--- src/pkg/can_bt_pkg.sv ---
// Package: register map, field layout, reset values and timing constants
// of the CAN bit-timing unit. Assumes an AXI4-Lite slave with 32-bit data.
package can_bt_pkg;
  localparam int ADDR_W = 8;
  localparam logic [7:0] OFS_TIMING_ZERO = 8'h00;
  localparam logic [7:0] OFS_TIMING_ONE = 8'h04;
  localparam logic [7:0] OFS_CONTROL = 8'h08;
  localparam logic [7:0] OFS_STATUS = 8'h0C;
  // Timing register zero fields
  localparam int PRESC_LSB = 0;
  localparam int PRESC_W = 6;
  localparam int SJW_LSB = 6;
  localparam int SJW_W = 2;
  // Timing register one fields
  localparam int PH1_LSB = 0;
  localparam int PH1_W = 4;
  localparam int PH2_LSB = 4;
  localparam int PH2_W = 3;
  localparam int SMP_BIT = 7;
  // Control register fields
  localparam int INIT_BIT = 0;
  localparam int BUSOFF_BIT = 1;
  localparam int CDLO_BIT = 2;
  localparam int CDHI_BIT = 3;
  localparam int MULT_BIT = 4;
  localparam logic [7:0] TIMING_ZERO_RST = 8'h00;
  // Nonzero phases, so init mode is not forced off straight out of reset
  localparam logic [7:0] TIMING_ONE_RST = 8'h12;
  localparam logic [4:0] CONTROL_RST = 5'h01;
  // Clock-divide factor in half-oscillator-cycle units
  localparam logic [10:0] CCD_HALF = 11'h001;
  localparam logic [10:0] CCD_ONE = 11'h002;
  localparam logic [10:0] CCD_TWO = 11'h004;
  localparam logic [10:0] CCD_512 = 11'h400;
  localparam logic [1:0] AXI_OKAY = 2'h0;
  localparam logic [1:0] AXI_SLVERR = 2'h2;
  localparam int SYNC_QUANTA = 1;
endpackage

--- src/rtl/can_bt_sampler.sv ---
// Sampler: one or three samples ending at the sample point, majority vote.
// Assumes rx_i is already synchronised to clk_i.
`timescale 1ns/1ps
module can_bt_sampler (
  input wire logic clk_i,
  input wire logic sys_rst_i,
  input wire logic ce_i,
  input wire logic triple_i,
  input wire logic tq_tick_i,
  input wire logic sample_now_i,
  input wire logic rx_i,
  output logic bit_o,
  output logic bit_valid_o
);
  logic [1:0] hist_r;

  always_ff @(posedge clk_i or posedge sys_rst_i) begin
    if (sys_rst_i) begin
      hist_r <= 2'h3;
    end else if (ce_i && tq_tick_i) begin
      hist_r <= {hist_r[0], rx_i};
    end
  end

  always_ff @(posedge clk_i or posedge sys_rst_i) begin
    if (sys_rst_i) begin
      bit_o <= 1'b1;
      bit_valid_o <= 1'b0;
    end else if (ce_i) begin
      bit_valid_o <= sample_now_i;
      if (sample_now_i) begin
        if (triple_i) begin
          bit_o <= (hist_r[1] & hist_r[0]) | (hist_r[1] & rx_i) | (hist_r[0] & rx_i);
        end else begin
          bit_o <= rx_i;
        end
      end
    end
  end
endmodule // can_bt_sampler

--- src/rtl/can_bit_timing_unit.sv ---
// CAN bit-timing unit: quantum prescaler, bit segment counter with
// resynchronisation, sampling, and AXI4-Lite timing registers.
// Assumes can_rx_i is asynchronous; bus-off comes from the protocol engine.
`timescale 1ns/1ps
module can_bit_timing_unit
  import can_bt_pkg::*;
(
  input wire logic clk_i,
  input wire logic sys_rst_i,
  input wire logic ce_i,
  input wire logic can_rst_i,
  input wire logic bus_off_i,
  input wire logic can_rx_i,
  input wire logic [ADDR_W-1:0] s_axi_awaddr,
  input wire logic s_axi_awvalid,
  output logic s_axi_awready,
  input wire logic [31:0] s_axi_wdata,
  input wire logic [3:0] s_axi_wstrb,
  input wire logic s_axi_wvalid,
  output logic s_axi_wready,
  output logic [1:0] s_axi_bresp,
  output logic s_axi_bvalid,
  input wire logic s_axi_bready,
  input wire logic [ADDR_W-1:0] s_axi_araddr,
  input wire logic s_axi_arvalid,
  output logic s_axi_arready,
  output logic [31:0] s_axi_rdata,
  output logic [1:0] s_axi_rresp,
  output logic s_axi_rvalid,
  input wire logic s_axi_rready,
  output logic tq_tick_o,
  output logic sample_point_o,
  output logic rx_bit_o,
  output logic rx_bit_valid_o,
  output logic init_mode_o
);
  typedef enum logic [1:0] {SEG_SYNC, SEG_PH1, SEG_PH2} seg_t;

  // Software-side registers
  logic [7:0] can0_bus_timing_zero_r;
  logic [7:0] can0_bus_timing_one_r;
  logic init_mode_bit_r;
  logic clock_divide_lo_r;
  logic clock_divide_hi_r;
  logic clock_multiplier_select_r;
  // Engine-side copies
  logic [PRESC_W-1:0] prescaler_bits_r;
  logic [SJW_W-1:0] jump_width_bits_r;
  logic [PH1_W-1:0] phase1_len_field_r;
  logic [PH2_W-1:0] phase2_len_field_r;
  logic triple_sample_select_r;
  logic [10:0] ccd_r;
  // Synchronisers
  logic rx_meta_r;
  logic rx_sync_r;
  logic rx_prev_r;
  logic canrst_meta_r;
  logic canrst_sync_r;
  logic busoff_meta_r;
  logic busoff_sync_r;
  // Quantum and segment counters
  logic [16:0] osc_cnt_r;
  logic [16:0] tq_period;
  logic tq_tick;
  logic [4:0] seg_cnt_r;
  logic [4:0] seg_cnt_nxt;
  seg_t seg_r;
  seg_t seg_nxt;
  logic [4:0] ph1_quanta;
  logic [4:0] ph2_quanta;
  logic [4:0] sjw_quanta;
  logic [4:0] ph1_end_r;
  logic [4:0] ph1_end_nxt;
  logic edge_fall;
  logic edge_seen_r;
  logic sample_now;
  // Bus slave
  logic aw_held_r;
  logic w_held_r;
  logic [ADDR_W-1:0] awaddr_r;
  logic [31:0] wdata_r;
  logic [3:0] wstrb_r;
  logic do_write;
  logic timing_wr_ok;

  // Two-stage synchronisers for pins and foreign-domain levels
  always_ff @(posedge clk_i or posedge sys_rst_i) begin
    if (sys_rst_i) begin
      rx_meta_r <= 1'b1;
      rx_sync_r <= 1'b1;
      rx_prev_r <= 1'b1;
      canrst_meta_r <= 1'b1;
      canrst_sync_r <= 1'b1;
      busoff_meta_r <= 1'b0;
      busoff_sync_r <= 1'b0;
    end else if (ce_i) begin
      rx_meta_r <= can_rx_i;
      rx_sync_r <= rx_meta_r;
      rx_prev_r <= rx_sync_r;
      canrst_meta_r <= can_rst_i;
      canrst_sync_r <= canrst_meta_r;
      busoff_meta_r <= bus_off_i;
      busoff_sync_r <= busoff_meta_r;
    end
  end

  // AXI4-Lite write path: address and data taken in either order
  assign s_axi_awready = ce_i && !aw_held_r && !s_axi_bvalid;
  assign s_axi_wready = ce_i && !w_held_r && !s_axi_bvalid;
  assign do_write = aw_held_r && w_held_r && !s_axi_bvalid;
  assign timing_wr_ok = init_mode_bit_r && !busoff_sync_r && !canrst_sync_r;

  always_ff @(posedge clk_i or posedge sys_rst_i) begin
    if (sys_rst_i) begin
      aw_held_r <= 1'b0;
      w_held_r <= 1'b0;
      awaddr_r <= '0;
      wdata_r <= 32'h0;
      wstrb_r <= 4'h0;
      s_axi_bvalid <= 1'b0;
      s_axi_bresp <= AXI_OKAY;
    end else if (ce_i) begin
      if (s_axi_awvalid && s_axi_awready) begin
        aw_held_r <= 1'b1;
        awaddr_r <= s_axi_awaddr;
      end
      if (s_axi_wvalid && s_axi_wready) begin
        w_held_r <= 1'b1;
        wdata_r <= s_axi_wdata;
        wstrb_r <= s_axi_wstrb;
      end
      if (do_write) begin
        aw_held_r <= 1'b0;
        w_held_r <= 1'b0;
        s_axi_bvalid <= 1'b1;
        unique case (awaddr_r)
          OFS_TIMING_ZERO, OFS_TIMING_ONE, OFS_CONTROL, OFS_STATUS: s_axi_bresp <= AXI_OKAY;
          default: s_axi_bresp <= AXI_SLVERR;
        endcase
      end else if (s_axi_bvalid && s_axi_bready) begin
        s_axi_bvalid <= 1'b0;
      end
    end
  end

  // Timing registers, guarded by init mode
  always_ff @(posedge clk_i or posedge sys_rst_i) begin
    if (sys_rst_i) begin
      can0_bus_timing_zero_r <= TIMING_ZERO_RST;
      can0_bus_timing_one_r <= TIMING_ONE_RST;
    end else if (ce_i && do_write && wstrb_r[0] && timing_wr_ok) begin
      if (awaddr_r == OFS_TIMING_ZERO) begin
        can0_bus_timing_zero_r <= wdata_r[7:0];
      end
      if (awaddr_r == OFS_TIMING_ONE) begin
        can0_bus_timing_one_r <= wdata_r[7:0];
      end
    end
  end

  // Control register; init mode forced low on all-zero phase fields
  always_ff @(posedge clk_i or posedge sys_rst_i) begin
    if (sys_rst_i) begin
      init_mode_bit_r <= CONTROL_RST[INIT_BIT];
      clock_divide_lo_r <= CONTROL_RST[CDLO_BIT];
      clock_divide_hi_r <= CONTROL_RST[CDHI_BIT];
      clock_multiplier_select_r <= CONTROL_RST[MULT_BIT];
    end else if (ce_i) begin
      if (canrst_sync_r) begin
        init_mode_bit_r <= 1'b1;
      end else if (do_write && wstrb_r[0] && awaddr_r == OFS_CONTROL) begin
        init_mode_bit_r <= wdata_r[INIT_BIT];
        clock_divide_lo_r <= wdata_r[CDLO_BIT];
        clock_divide_hi_r <= wdata_r[CDHI_BIT];
        clock_multiplier_select_r <= wdata_r[MULT_BIT];
      end
      if (can0_bus_timing_one_r[PH1_LSB +: PH1_W] == '0
          && can0_bus_timing_one_r[PH2_LSB +: PH2_W] == '0) begin
        init_mode_bit_r <= 1'b0;
      end
    end
  end

  // AXI4-Lite read path
  assign s_axi_arready = ce_i && !s_axi_rvalid;

  always_ff @(posedge clk_i or posedge sys_rst_i) begin
    if (sys_rst_i) begin
      s_axi_rvalid <= 1'b0;
      s_axi_rdata <= 32'h0;
      s_axi_rresp <= AXI_OKAY;
    end else if (ce_i) begin
      if (s_axi_arvalid && s_axi_arready) begin
        s_axi_rvalid <= 1'b1;
        s_axi_rresp <= AXI_OKAY;
        unique case (s_axi_araddr)
          OFS_TIMING_ZERO: s_axi_rdata <= {24'h0, can0_bus_timing_zero_r};
          OFS_TIMING_ONE: s_axi_rdata <= {24'h0, can0_bus_timing_one_r};
          OFS_CONTROL: s_axi_rdata <= {27'h0, clock_multiplier_select_r, clock_divide_hi_r,
                                       clock_divide_lo_r, busoff_sync_r, init_mode_bit_r};
          OFS_STATUS: s_axi_rdata <= {27'h0, seg_r, rx_bit_o, rx_sync_r, triple_sample_select_r};
          default: begin
            s_axi_rdata <= 32'h0;
            s_axi_rresp <= AXI_SLVERR;
          end
        endcase
      end else if (s_axi_rvalid && s_axi_rready) begin
        s_axi_rvalid <= 1'b0;
      end
    end
  end

  // Engine copy loaded when a control write clears init mode; clock divide factor decode
  always_ff @(posedge clk_i or posedge sys_rst_i) begin
    if (sys_rst_i) begin
      prescaler_bits_r <= '0;
      jump_width_bits_r <= '0;
      phase1_len_field_r <= '0;
      phase2_len_field_r <= '0;
      triple_sample_select_r <= 1'b0;
      ccd_r <= CCD_ONE;
    end else if (ce_i && init_mode_bit_r && do_write && wstrb_r[0]
                 && awaddr_r == OFS_CONTROL && !wdata_r[INIT_BIT] && !canrst_sync_r) begin
      prescaler_bits_r <= can0_bus_timing_zero_r[PRESC_LSB +: PRESC_W];
      jump_width_bits_r <= can0_bus_timing_zero_r[SJW_LSB +: SJW_W];
      phase1_len_field_r <= can0_bus_timing_one_r[PH1_LSB +: PH1_W];
      phase2_len_field_r <= can0_bus_timing_one_r[PH2_LSB +: PH2_W];
      triple_sample_select_r <= can0_bus_timing_one_r[SMP_BIT];
      unique case ({wdata_r[CDHI_BIT], wdata_r[CDLO_BIT]})
        2'b00: ccd_r <= wdata_r[MULT_BIT] ? CCD_HALF : CCD_ONE;
        2'b10: ccd_r <= CCD_TWO;
        2'b11: ccd_r <= CCD_512;
        default: ccd_r <= CCD_ONE;
      endcase
    end
  end

  // Quantum = (prescaler+1) * factor oscillator periods; half-units base clock
  assign tq_period = 17'((prescaler_bits_r + 7'h01) * ccd_r);
  assign tq_tick = (osc_cnt_r >= tq_period - 17'h00001);
  assign tq_tick_o = tq_tick && !init_mode_bit_r;

  always_ff @(posedge clk_i or posedge sys_rst_i) begin
    if (sys_rst_i) begin
      osc_cnt_r <= '0;
    end else if (ce_i) begin
      if (init_mode_bit_r || tq_tick) begin
        osc_cnt_r <= '0;
      end else begin
        osc_cnt_r <= osc_cnt_r + 17'h00001;
      end
    end
  end

  // Segment lengths in quanta, field value plus one
  assign ph1_quanta = 5'(phase1_len_field_r) + 5'h01;
  assign ph2_quanta = 5'(phase2_len_field_r) + 5'h01;
  assign sjw_quanta = 5'(jump_width_bits_r) + 5'h01;
  assign edge_fall = edge_seen_r || (rx_prev_r && !rx_sync_r);

  always_comb begin
    seg_nxt = seg_r;
    seg_cnt_nxt = seg_cnt_r;
    ph1_end_nxt = ph1_end_r;
    if (tq_tick) begin
      seg_cnt_nxt = seg_cnt_r + 5'h01;
      unique case (seg_r)
        SEG_SYNC: begin
          seg_nxt = SEG_PH1;
          seg_cnt_nxt = 5'h00;
          ph1_end_nxt = ph1_quanta;
        end
        SEG_PH1: begin
          if (edge_fall) begin
            ph1_end_nxt = ph1_quanta + ((seg_cnt_r < sjw_quanta) ? seg_cnt_r : sjw_quanta);
          end
          if (seg_cnt_r + 5'h01 >= ph1_end_nxt) begin
            seg_nxt = SEG_PH2;
            seg_cnt_nxt = 5'h00;
          end
        end
        SEG_PH2: begin
          if (edge_fall || seg_cnt_r + 5'h01 >= ph2_quanta) begin
            seg_nxt = SEG_SYNC;
            seg_cnt_nxt = 5'h00;
          end
        end
        default: seg_nxt = SEG_SYNC;
      endcase
    end
  end

  always_ff @(posedge clk_i or posedge sys_rst_i) begin
    if (sys_rst_i) begin
      seg_r <= SEG_SYNC;
      seg_cnt_r <= 5'h00;
      ph1_end_r <= 5'h00;
      edge_seen_r <= 1'b0;
    end else if (ce_i) begin
      if (init_mode_bit_r) begin
        seg_r <= SEG_SYNC;
        seg_cnt_r <= 5'h00;
        ph1_end_r <= 5'h00;
        edge_seen_r <= 1'b0;
      end else begin
        seg_r <= seg_nxt;
        seg_cnt_r <= seg_cnt_nxt;
        ph1_end_r <= ph1_end_nxt;
        edge_seen_r <= edge_fall && !tq_tick;
      end
    end
  end

  assign sample_now = !init_mode_bit_r && tq_tick && seg_r == SEG_PH1 && seg_nxt == SEG_PH2;
  assign sample_point_o = sample_now;
  assign init_mode_o = init_mode_bit_r;

  can_bt_sampler u_sampler (
    .clk_i(clk_i),
    .sys_rst_i(sys_rst_i),
    .ce_i(ce_i),
    .triple_i(triple_sample_select_r),
    .tq_tick_i(tq_tick && !init_mode_bit_r),
    .sample_now_i(sample_now),
    .rx_i(rx_sync_r),
    .bit_o(rx_bit_o),
    .bit_valid_o(rx_bit_valid_o)
  );
endmodule // can_bit_timing_unit

--- config.mk ---
export PLATFORM = sky130hd
export DESIGN_NAME = can_bit_timing_unit
export DESIGN_NICKNAME = d
export VERILOG_FILES = /design/src/pkg/can_bt_pkg.sv /design/src/rtl/can_bt_sampler.sv /design/src/rtl/can_bit_timing_unit.sv
export SDC_FILE = /design/constraint.sdc
export NUM_CORES = 1
export LEC_CHECK = 0
export ABC_CLOCK_PERIOD_IN_PS = 8500
export BUFFER_PORTS_ARGS = -buffer_cell sky130_fd_sc_hd__buf_2
export CAP_MARGIN = 30
export CORE_MARGIN = 2
export CORE_UTILIZATION = 56
export DETAILED_ROUTE_END_ITERATION = 7
export HOLD_SLACK_MARGIN = 0.06
export PLACE_DENSITY_LB_ADDON = 0.2
export SLEW_MARGIN = 5
export SYNTH_ARGS = -nofsm -noshare
export SYNTH_HDL_FRONTEND = slang
export SYNTH_SLANG_ARGS = --single-unit
--- constraint.sdc ---
create_clock -name clk_i -period 8.5 [get_ports clk_i]
set_input_delay 0.85 -clock clk_i [delete_from_list [all_inputs] [get_ports clk_i]]
set_output_delay 0.85 -clock clk_i [all_outputs]
set_load 0.02 [all_outputs]
After elaboration in Yosys (flattened, before gate mapping) --
Cells that the tools add are included. Widths: inputs -> output; s select.
Cells by class: add/subtract/negate cells 8, multipliers 1, div/mod/pow operators 0, $lt $le $gt $ge 4, equal/unequal tests 11, shift-type cells 0, mux-type cells 36, bitwise gates (word level) 6, reductions and logical operators 75
Operator list (count):
- $mux 5 | 10
- $pmux 11 s3 | 1
- $eq 8x4->1 const B | 4
- $logic_and 1x1->1 | 32
- $pmux 8 s4 | 1
- $reduce_and 2->1 | 13
- $add 17x1->17 const B | 1
- $ge 17x17->1 | 1
- $mul 7x11->17 | 1
- $mux 17 | 1
- $sub 17x1->17 const B | 1
- $eq 8x3->1 const B | 2
- $logic_not 8->1 | 2
- $pmux 5 s3 | 1
- $mux 2 | 7
- $mux 1 | 13
- $logic_not 1->1 | 10
- $pmux 5 s2 | 1
- $reduce_bool 2->1 | 5
- $eq 2x2->1 const B | 4
- $reduce_or 4->1 | 2
- $add 6x1->7 const B | 1
- $pmux 2 s3 | 1
- $reduce_and 3->1 | 2
- 17 further kinds | 24
Storage, ports and cells: bits in registers 145, latch bits 0, bits in writable memories 0, memory bits (read-only) 0, input bits 63, output and inout port bits 46, memories kept 0

Depth between registers and ports, before layout --
Gate-level depths: netlist (run 1).
depth after elaboration 14, mapped depth 24, depth with buffers taken out 23

By module --
A second synthesis (run 1) with hierarchy kept.
Unflattened totals: cell total of the unflattened synthesis 751, area total of the unflattened synthesis 7761.2 um2
By module, submodules not included:
- can_bit_timing_unit | instances 1, cells an instance 735, area an instance 7582.3 um2
- can_bt_sampler | instances 1, cells an instance 16, area an instance 178.9 um2

Worst setup path after synthesis (run 1) --
OpenSTA, ideal clock, no wires.
path kind reg2out, from register prescaler_bits_r[0], to output port sample_point_o, data arrival time 5.508 ns, path slack 2.142 ns, stages on the path, launching flop included 23, buffers on the path 0, cell sequence dfrtp_1 -> ha_1 -> xor2_1 -> and2_1 -> ha_1 -> inv_1 -> fa_1 -> inv_1 -> fa_1 -> inv_1 -> fa_1 -> a211oi_1 -> o21ai_0 -> a21oi_1 -> o21bai_1 -> a21oi_1 -> xor2_1 -> ha_1 -> nand4_2 -> nor2_4 -> o311ai_4 -> a21o_4 -> nor3_1
Between the ends: longest elaborated chain between the ends 7, elaborated cells on any way between the ends 9, those cells by class add/sub (2); mul (1); order compare (1); eq/ne (1); mux (1); reduce/logical (3)
Ends and longest elaborated chain:
- from (decl) | line can_bit_timing_unit.sv:47 | logic [PRESC_W-1:0] prescaler_bits_r;
- from (signal assigned) | line can_bit_timing_unit.sv:224 | prescaler_bits_r <= can0_bus_timing_zero_r[PRESC_LSB +: PRESC_W];
- $add 6x1->7 (*) | line can_bit_timing_unit.sv:239 | assign tq_period = 17'((prescaler_bits_r + 7'h01) * ccd_r);
- $mul 7x11->17 (*) | line can_bit_timing_unit.sv:239
- $sub 17x1->17 (*) | line can_bit_timing_unit.sv:240 | assign tq_tick = (osc_cnt_r >= tq_period - 17'h00001);
- $ge 17x17->1 (*) | line can_bit_timing_unit.sv:240
- $mux 2 / $logic_and 1x1->1 (equally long branches) | line can_bit_timing_unit.sv:265, can_bit_timing_unit.sv:314
- $eq 2x2->1 / $logic_and 1x1->1 (equally long branches) | line can_bit_timing_unit.sv:314 | assign sample_now = !init_mode_bit_r && tq_tick && seg_r == SEG_PH1 && seg_nxt == SEG_PH2;
- $logic_and 1x1->1 (*) | line can_bit_timing_unit.sv:314
- to (decl) | line can_bit_timing_unit.sv:32 | output logic sample_point_o,
Every way passes the cells marked *; elsewhere a longest branch is shown, timed or not.

Worst setup path in the final report (run 1) --
Ends and elaborated chain as after synthesis.

==> impl_results.md, run 1 <==
* Outcome: finished, final reports clean
* Hold depth at 1
* Maximum VDD drop at 0.171 mV
* Max transition margin at 0.522
* Slew Viols, Final at 0
* DRT Pass-1 Iters at 5
* Hold_buf cts at 0
* CTS tree: yes
* Final wirelength at 16600 um
* Ant diodes at 0
* Hold Crit Endpoint: u_sampler.bit_valid_o$_DFFE_PP0P_
* Reg2reg path depth at 23
* Cts bufs inserted at 9
* Global-route wire length before repair at 27500 um
* Worst-margin pin slew at 0.717 ns
* Critical path data arrival time at 6.33 ns
* Commonest non-fill, non-tap cell in the layout: nand2_1
* Die Ht at 122 um
* #FFs+latches synth at 112
* PD cells at 175 nW/um^2
* Root Buffer: clkbuf_16
* Setup TNS Final at 0 ns
* Tcrit/Tclk final at 0.845
* Skew final at 0.00870 ns
* Worst-path clk slew at 0.08 ns
* Yosys cell types at 74
* Gr usage total at 0.237
* Fill count at 1172
* HP Class: register to register
* Utilization after layout at 0.614
* Die Wd at 122 um
* Largest net degree at the start of global routing at 60
* Routed vias at 5716
* Synth Flop Type: dfrtp_1
* Crit Path Class: register to primary output
* Post-Syn Instances at 787
* Most frequent cells in the layout: nand2_1 (118), dfrtp_1 (100), ha_1 (80), buf_2 (55), inv_1 (54)
* Power Total at 1470 uW
* Crit Reg-Reg Startpoint: prescaler_bits_r[0]$_DFFE_PP0P_
* Overflow after GRT at 0
* Setup Buffers After CTS at 0
* Area leader, netlist: dfrtp_1
* Synth top area cells: dfrtp_1 (32%), ha_1 (13%), mux2_2 (6.1%)
* Final Wtd Congestion at 0.891
* Nets at 988
* Post-DRT Antenna Nets at 0
* R2r setup slk at 2.20 ns
* Post-synth EDFFs at 0
* WL/cell at 16.2 um
* Final Setup Violations at 0
* Final HPWL DP at 12700 um
* CP startpoint kind: register
* Syn Std Cell Area at 7770 sq um
* Vias/cell at 5.60
* CP endpoint kind: primary output
* Die area at 14800 sq um
* Crit Path Max Fanout at 9
* Layout cells sized above 1 at 0.194
* Asr flop ratio synth at 1.00
* Starting Density at 0.567
* IO Port Bufs at 55
* Non-filler instance count after layout at 1020
* Yosys warns at 0
* Final Hold Vio Count at 0
* Sequential area share after synthesis at 0.363
* Clk buf depth at 2
* Top cell type's share of synthesized area at 0.322
* Syn Area/Cell at 9.88 sq um
* Worst hold margin at 0.482 ns
* Top-level I/O count at 109
* Fmax at 139 MHz
* FP Rows at 43
* CTS sink cnt at 112
* Fin crit period at 7.18 ns
* HP Start: u_sampler.bit_valid_o$_DFFE_PP0P_
* Max Cap Viol at 0
* RSZ-0062 raised after global routing: no
* Initial antenna violation count at 0
* Reg-to-Reg End: ph1_end_r[0]$_DFFE_PP0P_
* 1st-iter DRT viols at 254
* Worst-Skew Late Latency at 0.36 ns
* Leak at 0.00414 uW
* Placed insts at 1004
* P&R area growth vs syn at 8.39%
* # resized after CTS at 0
* Vias in the first global route at 5645
* DRC at 0
* Critical Path RT at 7.65 ns
* CORE AREA at 13700 sq um
* Htree depth at 3
-- worst max path at each step --
stage	start	endpoint	slack [ns]
2_1_floorplan	prescaler_bits_r[0]$_DFFE_PP0P_	sample_point_o	2.14
3_3_place_gp	prescaler_bits_r[0]$_DFFE_PP0P_	sample_point_o	1.85
3_5_place_dp	prescaler_bits_r[0]$_DFFE_PP0P_	sample_point_o	1.72
4_1_cts	prescaler_bits_r[0]$_DFFE_PP0P_	sample_point_o	1.29
5_1_grt	prescaler_bits_r[0]$_DFFE_PP0P_	sample_point_o	0.87
6_report	prescaler_bits_r[0]$_DFFE_PP0P_	sample_point_o	1.32
-- synthesized netlist by cell type (4+ instances only) --
| library cell | instances |
|---|---|
| nand2_1 | 118 |
| dfrtp_1 | 100 |
| ha_1 | 80 |
| a21oi_1 | 30 |
| buf_4 | 26 |
| o21ai_0 | 27 |
| buf_2 | 6 |
| mux2i_1 | 7 |
| fa_1 | 10 |
| dfstp_2 | 12 |
| nand3_1 | 24 |
| mux4_2 | 5 |
| o2bb2ai_1 | 6 |
| and3_1 | 5 |
| a21o_1 | 5 |
| nor2b_1 | 9 |
| xor2_1 | 20 |
| nor3b_1 | 4 |
| nor2_4 | 11 |
| o21a_1 | 4 |
| o31ai_1 | 4 |
| inv_1 | 55 |
| and2_1 | 11 |
| mux2_2 | 42 |
| xnor2_1 | 20 |
| clkbuf_1 | 14 |
| nor3_1 | 10 |
| nor2_1 | 32 |
| nand2b_1 | 14 |
| nand4_1 | 7 |
| a221o_1 | 4 |
-- registers in the layout, indices dropped and copies added, names as in the netlist, 3 cells and up --
signal and cells:
phase1_len_field_r 4, prescaler_bits_r 6, can0_bus_timing_one_r 8, s_axi_rdata 8
ph1_end_r 5, wdata_r 8, ccd_r 4, can0_bus_timing_zero_r 8
phase2_len_field_r 3, osc_cnt_r 17, seg_cnt_r 5, awaddr_r 8
-- metal layers --
metal | part of all wire | track usage
met1 | 0.45 | 0.307
met2 | 0.51 | 0.413
met3 | 0.034 | 0.0360
met4 | 0.014 | 0.0718
met5 | 0 | 0
-- power breakdown --
group          switching [uW]  total (uW)  internal [uW]
logic                     178         324            146
clock network             213         449            236
registers                87.7         701            614
total                     478        1470            996
-- critical path, stage by stage (launching register included) --
cell,delay (ns)
dfrtp_1,0.47
ha_1,0.27
xor2_1,0.19
and2_1,0.19
ha_1,0.31
inv_1,0.07
fa_1,0.54
inv_1,0.06
fa_1,0.53
inv_1,0.07
fa_1,0.48
a211oi_1,0.33
o21ai_0,0.21
a21oi_1,0.22
nor2_1,0.08
o41ai_1,0.31
xnor2_1,0.16
ha_1,0.22
a211oi_2,0.23
o211ai_2,0.14
a211oi_4,0.39
a21o_4,0.25
nor3_1,0.07
buf_2,0.18
-- metrics by stage --
step | area (sq um) | worst slack (ns)
global route | 8420 | 0.869
detailed placement | 8110 | 1.72
CTS | 8420 | 1.29
floorplan | 7870 | 2.14
global placement | 8100 | 1.85
finish | 8420 | 1.32
-- area by class of cell --
| class | instances | area (sq um) | area share |
|---|---|---|---|
| clock buffer | 9 | 225 | 0.0267 |
| clock inverter | 7 | 87.6 | 0.0104 |
| inverter | 55 | 209 | 0.0248 |
| multi-input combinational | 598 | 4550 | 0.540 |
| sequential | 112 | 2820 | 0.334 |
| tap | 180 | 225 | 0.0267 |
| timing repair buffer | 59 | 309 | 0.0367 |
-- logic make-up (layout without fill, tap and decap cells) --
kind of cell | count (synthesis) | count (layout) | share of synthesized area
AO/OA/AOI/OAI | 119 | 119 | 0.111
XOR/XNOR | 40 | 40 | 0.0451
adder cells (fa/ha/maj) | 90 | 90 | 0.155
buffers and inverters | 103 | 130 | 0.0652
flip-flops | 112 | 112 | 0.363
multiplexers | 57 | 57 | 0.0887
other | 1 | 27 | 0.000482
AND/OR/NAND/NOR | 265 | 265 | 0.172
Power figures use the tool's default switching activity.
==> run 2, diff against run 1 <==
ABC_CLOCK_PERIOD_IN_PS = 6200   (was 8500)
CORE_UTILIZATION = 53   (was 56)
clock period = 6.2 ns   (was 8.5 ns; I/O delays follow)
==> impl_results.md, run 2 (synthesis gave the netlist of run 1 again) <==
* Outcome: finished, final reports clean
* CP Launch Point: prescaler_bits_r[2]$_DFFE_PP0P_
* Die area at 15700 sq um (+5.5%)
* Htree depth at 3 (unchanged)
* Crit Reg-Reg Startpoint: prescaler_bits_r[2]$_DFFE_PP0P_
* Setup TNS Final at 0 ns (unchanged)
* Layout cells sized above 1 at 0.257 (+0.0629)
* Clk buf depth at 2 (unchanged)
* Met1 Resource Use GR at 0.281 (-0.0254)
* Final wirelength at 16900 um (+1.8%)
* Global-route wire length before repair at 28200 um (+2.6%)
* Gr usage total at 0.220 (-0.0172)
* CP startpoint kind: register
* Worst-path clk slew at 0.08 ns (about the same)
* DRT Pass-1 Iters at 4 (-1)
* Int Power at 1360 uW (+37%)
* CTS tree: yes
* CORE AREA at 14400 sq um (+5.1%)
* Final Setup Violations at 0 (unchanged)
* Root Buffer: clkbuf_16
* Commonest non-fill, non-tap cell in the layout: nand2_1
* Fill count at 1239 (+5.7%)
* Leak at 0.00432 uW (+4.2%)
* HP Class: primary input to asynchronous set/reset pin
* Routed vias at 5760 (+0.77%)
* Final HPWL DP at 12500 um (-1.3%)
* Ant diodes at 0 (unchanged)
* Overflow after GRT at 0 (unchanged)
* Final Hold Vio Count at 0 (unchanged)
* Fmax at 164 MHz
* Vias in the first global route at 5976 (+5.9%)
* PD cells at 228 nW/um^2 (+30%)
* Nets at 1012 (+2.4%)
* WL/cell at 16.1 um (-0.92%)
* Max transition margin at 0.421 (-0.101)
* Utilization after layout at 0.613 (-0.000669)
* Clock power share at 0.304 (about the same)
* P&R area growth vs syn at 13.8%
* 1st-iter DRT viols at 225 (-11%)
* Max Cap Viol at 0 (unchanged)
* Cts bufs inserted at 9 (unchanged)
* Max reg flops at 17 (unchanged)
* Met3 Use GR at 0.0338 (-0.00224)
* Post-DRT Antenna Nets at 0 (unchanged)
* Largest net degree at the start of global routing at 71 (+18%)
* GRT met2 Usage at 0.384 (-0.0284)
* Critical Path RT at 5.58 ns (-2.07 ns)
* Crit Path Max Fanout at 3 (-6)
* Switching share of total power at 0.324 (-0.000549)
* Post-Place Worst Slack at -0.0277 ns (-1.74 ns)
* Post-route worst setup slack at 0.0868 ns (-1.23 ns)
* Most frequent cells in the layout: nand2_1 (118), dfrtp_1 (98), ha_1 (72), buf_2 (53), inv_1 (52)
* Worst-margin pin slew at 0.869 ns (+0.152 ns)
* Tcrit/Tclk final at 0.986
* DRC at 0 (unchanged)
* Skew final at 0.00823 ns (-0.000477 ns)
* FP Rows at 44 (+2.3%)
* Starting Density at 0.539 (-0.0277)
* Slew Viols, Final at 0 (unchanged)
* RSZ-0062 raised after global routing: yes
* Vias/cell at 5.50 (-1.9%)
* Initial antenna violation count at 0 (unchanged)
* Fin crit period at 6.11 ns
* Net Sw Power at 653 uW (+37%)
* Largest register by flop count: osc_cnt_r
* GRT Max-Usage Layer: met2
* Worst-Skew Late Latency at 0.36 ns (about the same)
* Share of total power in combinational logic at 0.219 (about the same)
* IO Port Bufs at 55 (unchanged)
* Maximum VDD drop at 0.207 mV (+21%)
* Crit Path Class: register to primary output
* Top-level I/O count at 109 (unchanged)
* Critical path data arrival time at 5.49 ns (-0.84 ns)
* CTS sink cnt at 112 (unchanged)
* Final Wtd Congestion at 0.841 (-5.6%)
* Die Wd at 125 um (+2.7%)
* Seq pwr share at 0.477 (about the same)
* Die Ht at 125 um (+2.7%)
* CP endpoint kind: primary output
## run 2: cell count changes in the layout (fill, tap and decap cells not counted), moves of 3 or more
cell	previous run	this run
buf_4	3	27
ha_1	80	72
ha_4	0	6
o21ai_0	27	23
xnor2_1	20	17
xnor2_2	0	3
## run 2: layout make-up
type	instances	area [sq um]	area share
multi-input combinational	598	4770	0.540
sequential	112	2820	0.319
timing repair buffer	83	502	0.0567
tap	184	230	0.0260
clock buffer	9	225	0.0255
inverter	55	209	0.0236
clock inverter	7	86.3	0.00976
## run 2: power by group through the flow
stage	Sequential (uW)	Combinational [uW]	Clock (uW)
after floorplan	943	357	0
after CTS	960	444	621
final	963	442	613
after global placement	968	427	0
after global routing	980	498	652
after detailed placement	973	440	0
## run 2: stage by stage
step                      cell area, sq um  total power [uW]  std cells  hold slack, ns
after global placement                8170              1400       1015           0.460
after CTS                             8620              2030       1039           0.306
final                                 8850              2020       1048           0.292
after global routing                  8850              2130       1048           0.322
after floorplan                       7870              1300        813           0.441
after detailed placement              8170              1410       1016           0.467
## run 2: metal layers
layer  share of wire  up-vias
li1                -     2806
met2            0.50      105
met5               0        -
met4           0.018        0
met3           0.029       24
met1            0.45     2825
## run 2: what timing repair did
action                     4_1_cts  5_1_grt
setup buffers                    7        9
gates cloned                     0        0
setup endpoints to repair        2        2
hold buffers                     0        0
resized for setup               18       34
pin swaps                       13       31
## run 2: path summary, 6_finish.rpt
path                                                    to  slack (ns)  depth (start not counted)
setup / recovery                            sample_point_o        0.09                         24
hold / removal                      wdata_r[5]$_DFFE_PP0P_        0.29                          2
setup reg to reg               u_sampler.bit_o$_DFFE_PP1P_        0.47                         24
hold reg to reg                 s_axi_rdata[2]$_DFFE_PP0P_        0.48                          2
max in group asynchronous  prescaler_bits_r[0]$_DFFE_PP0P_        4.60                          3
min in group clk_i                  wdata_r[2]$_DFFE_PP0P_        0.47                          3
## run 2: worst max-delay path: stages (launching register included)
cell and delay [ns]:
dfrtp_1 0.42, buf_6 0.14, buf_6 0.11, xor2_2 0.14, and2_4 0.14, ha_4 0.27, inv_2 0.04, fa_1 0.49
inv_1 0.05, fa_1 0.49, inv_2 0.05, fa_2 0.42, a211oi_4 0.28, o21ai_2 0.11, a21oi_2 0.17, o21bai_1 0.08
a21oi_1 0.18, xor2_1 0.18, ha_1 0.28, a211oi_2 0.26, o211ai_2 0.14, a211oi_4 0.27, a21o_4 0.19, nor3_2 0.04
buf_4 0.17
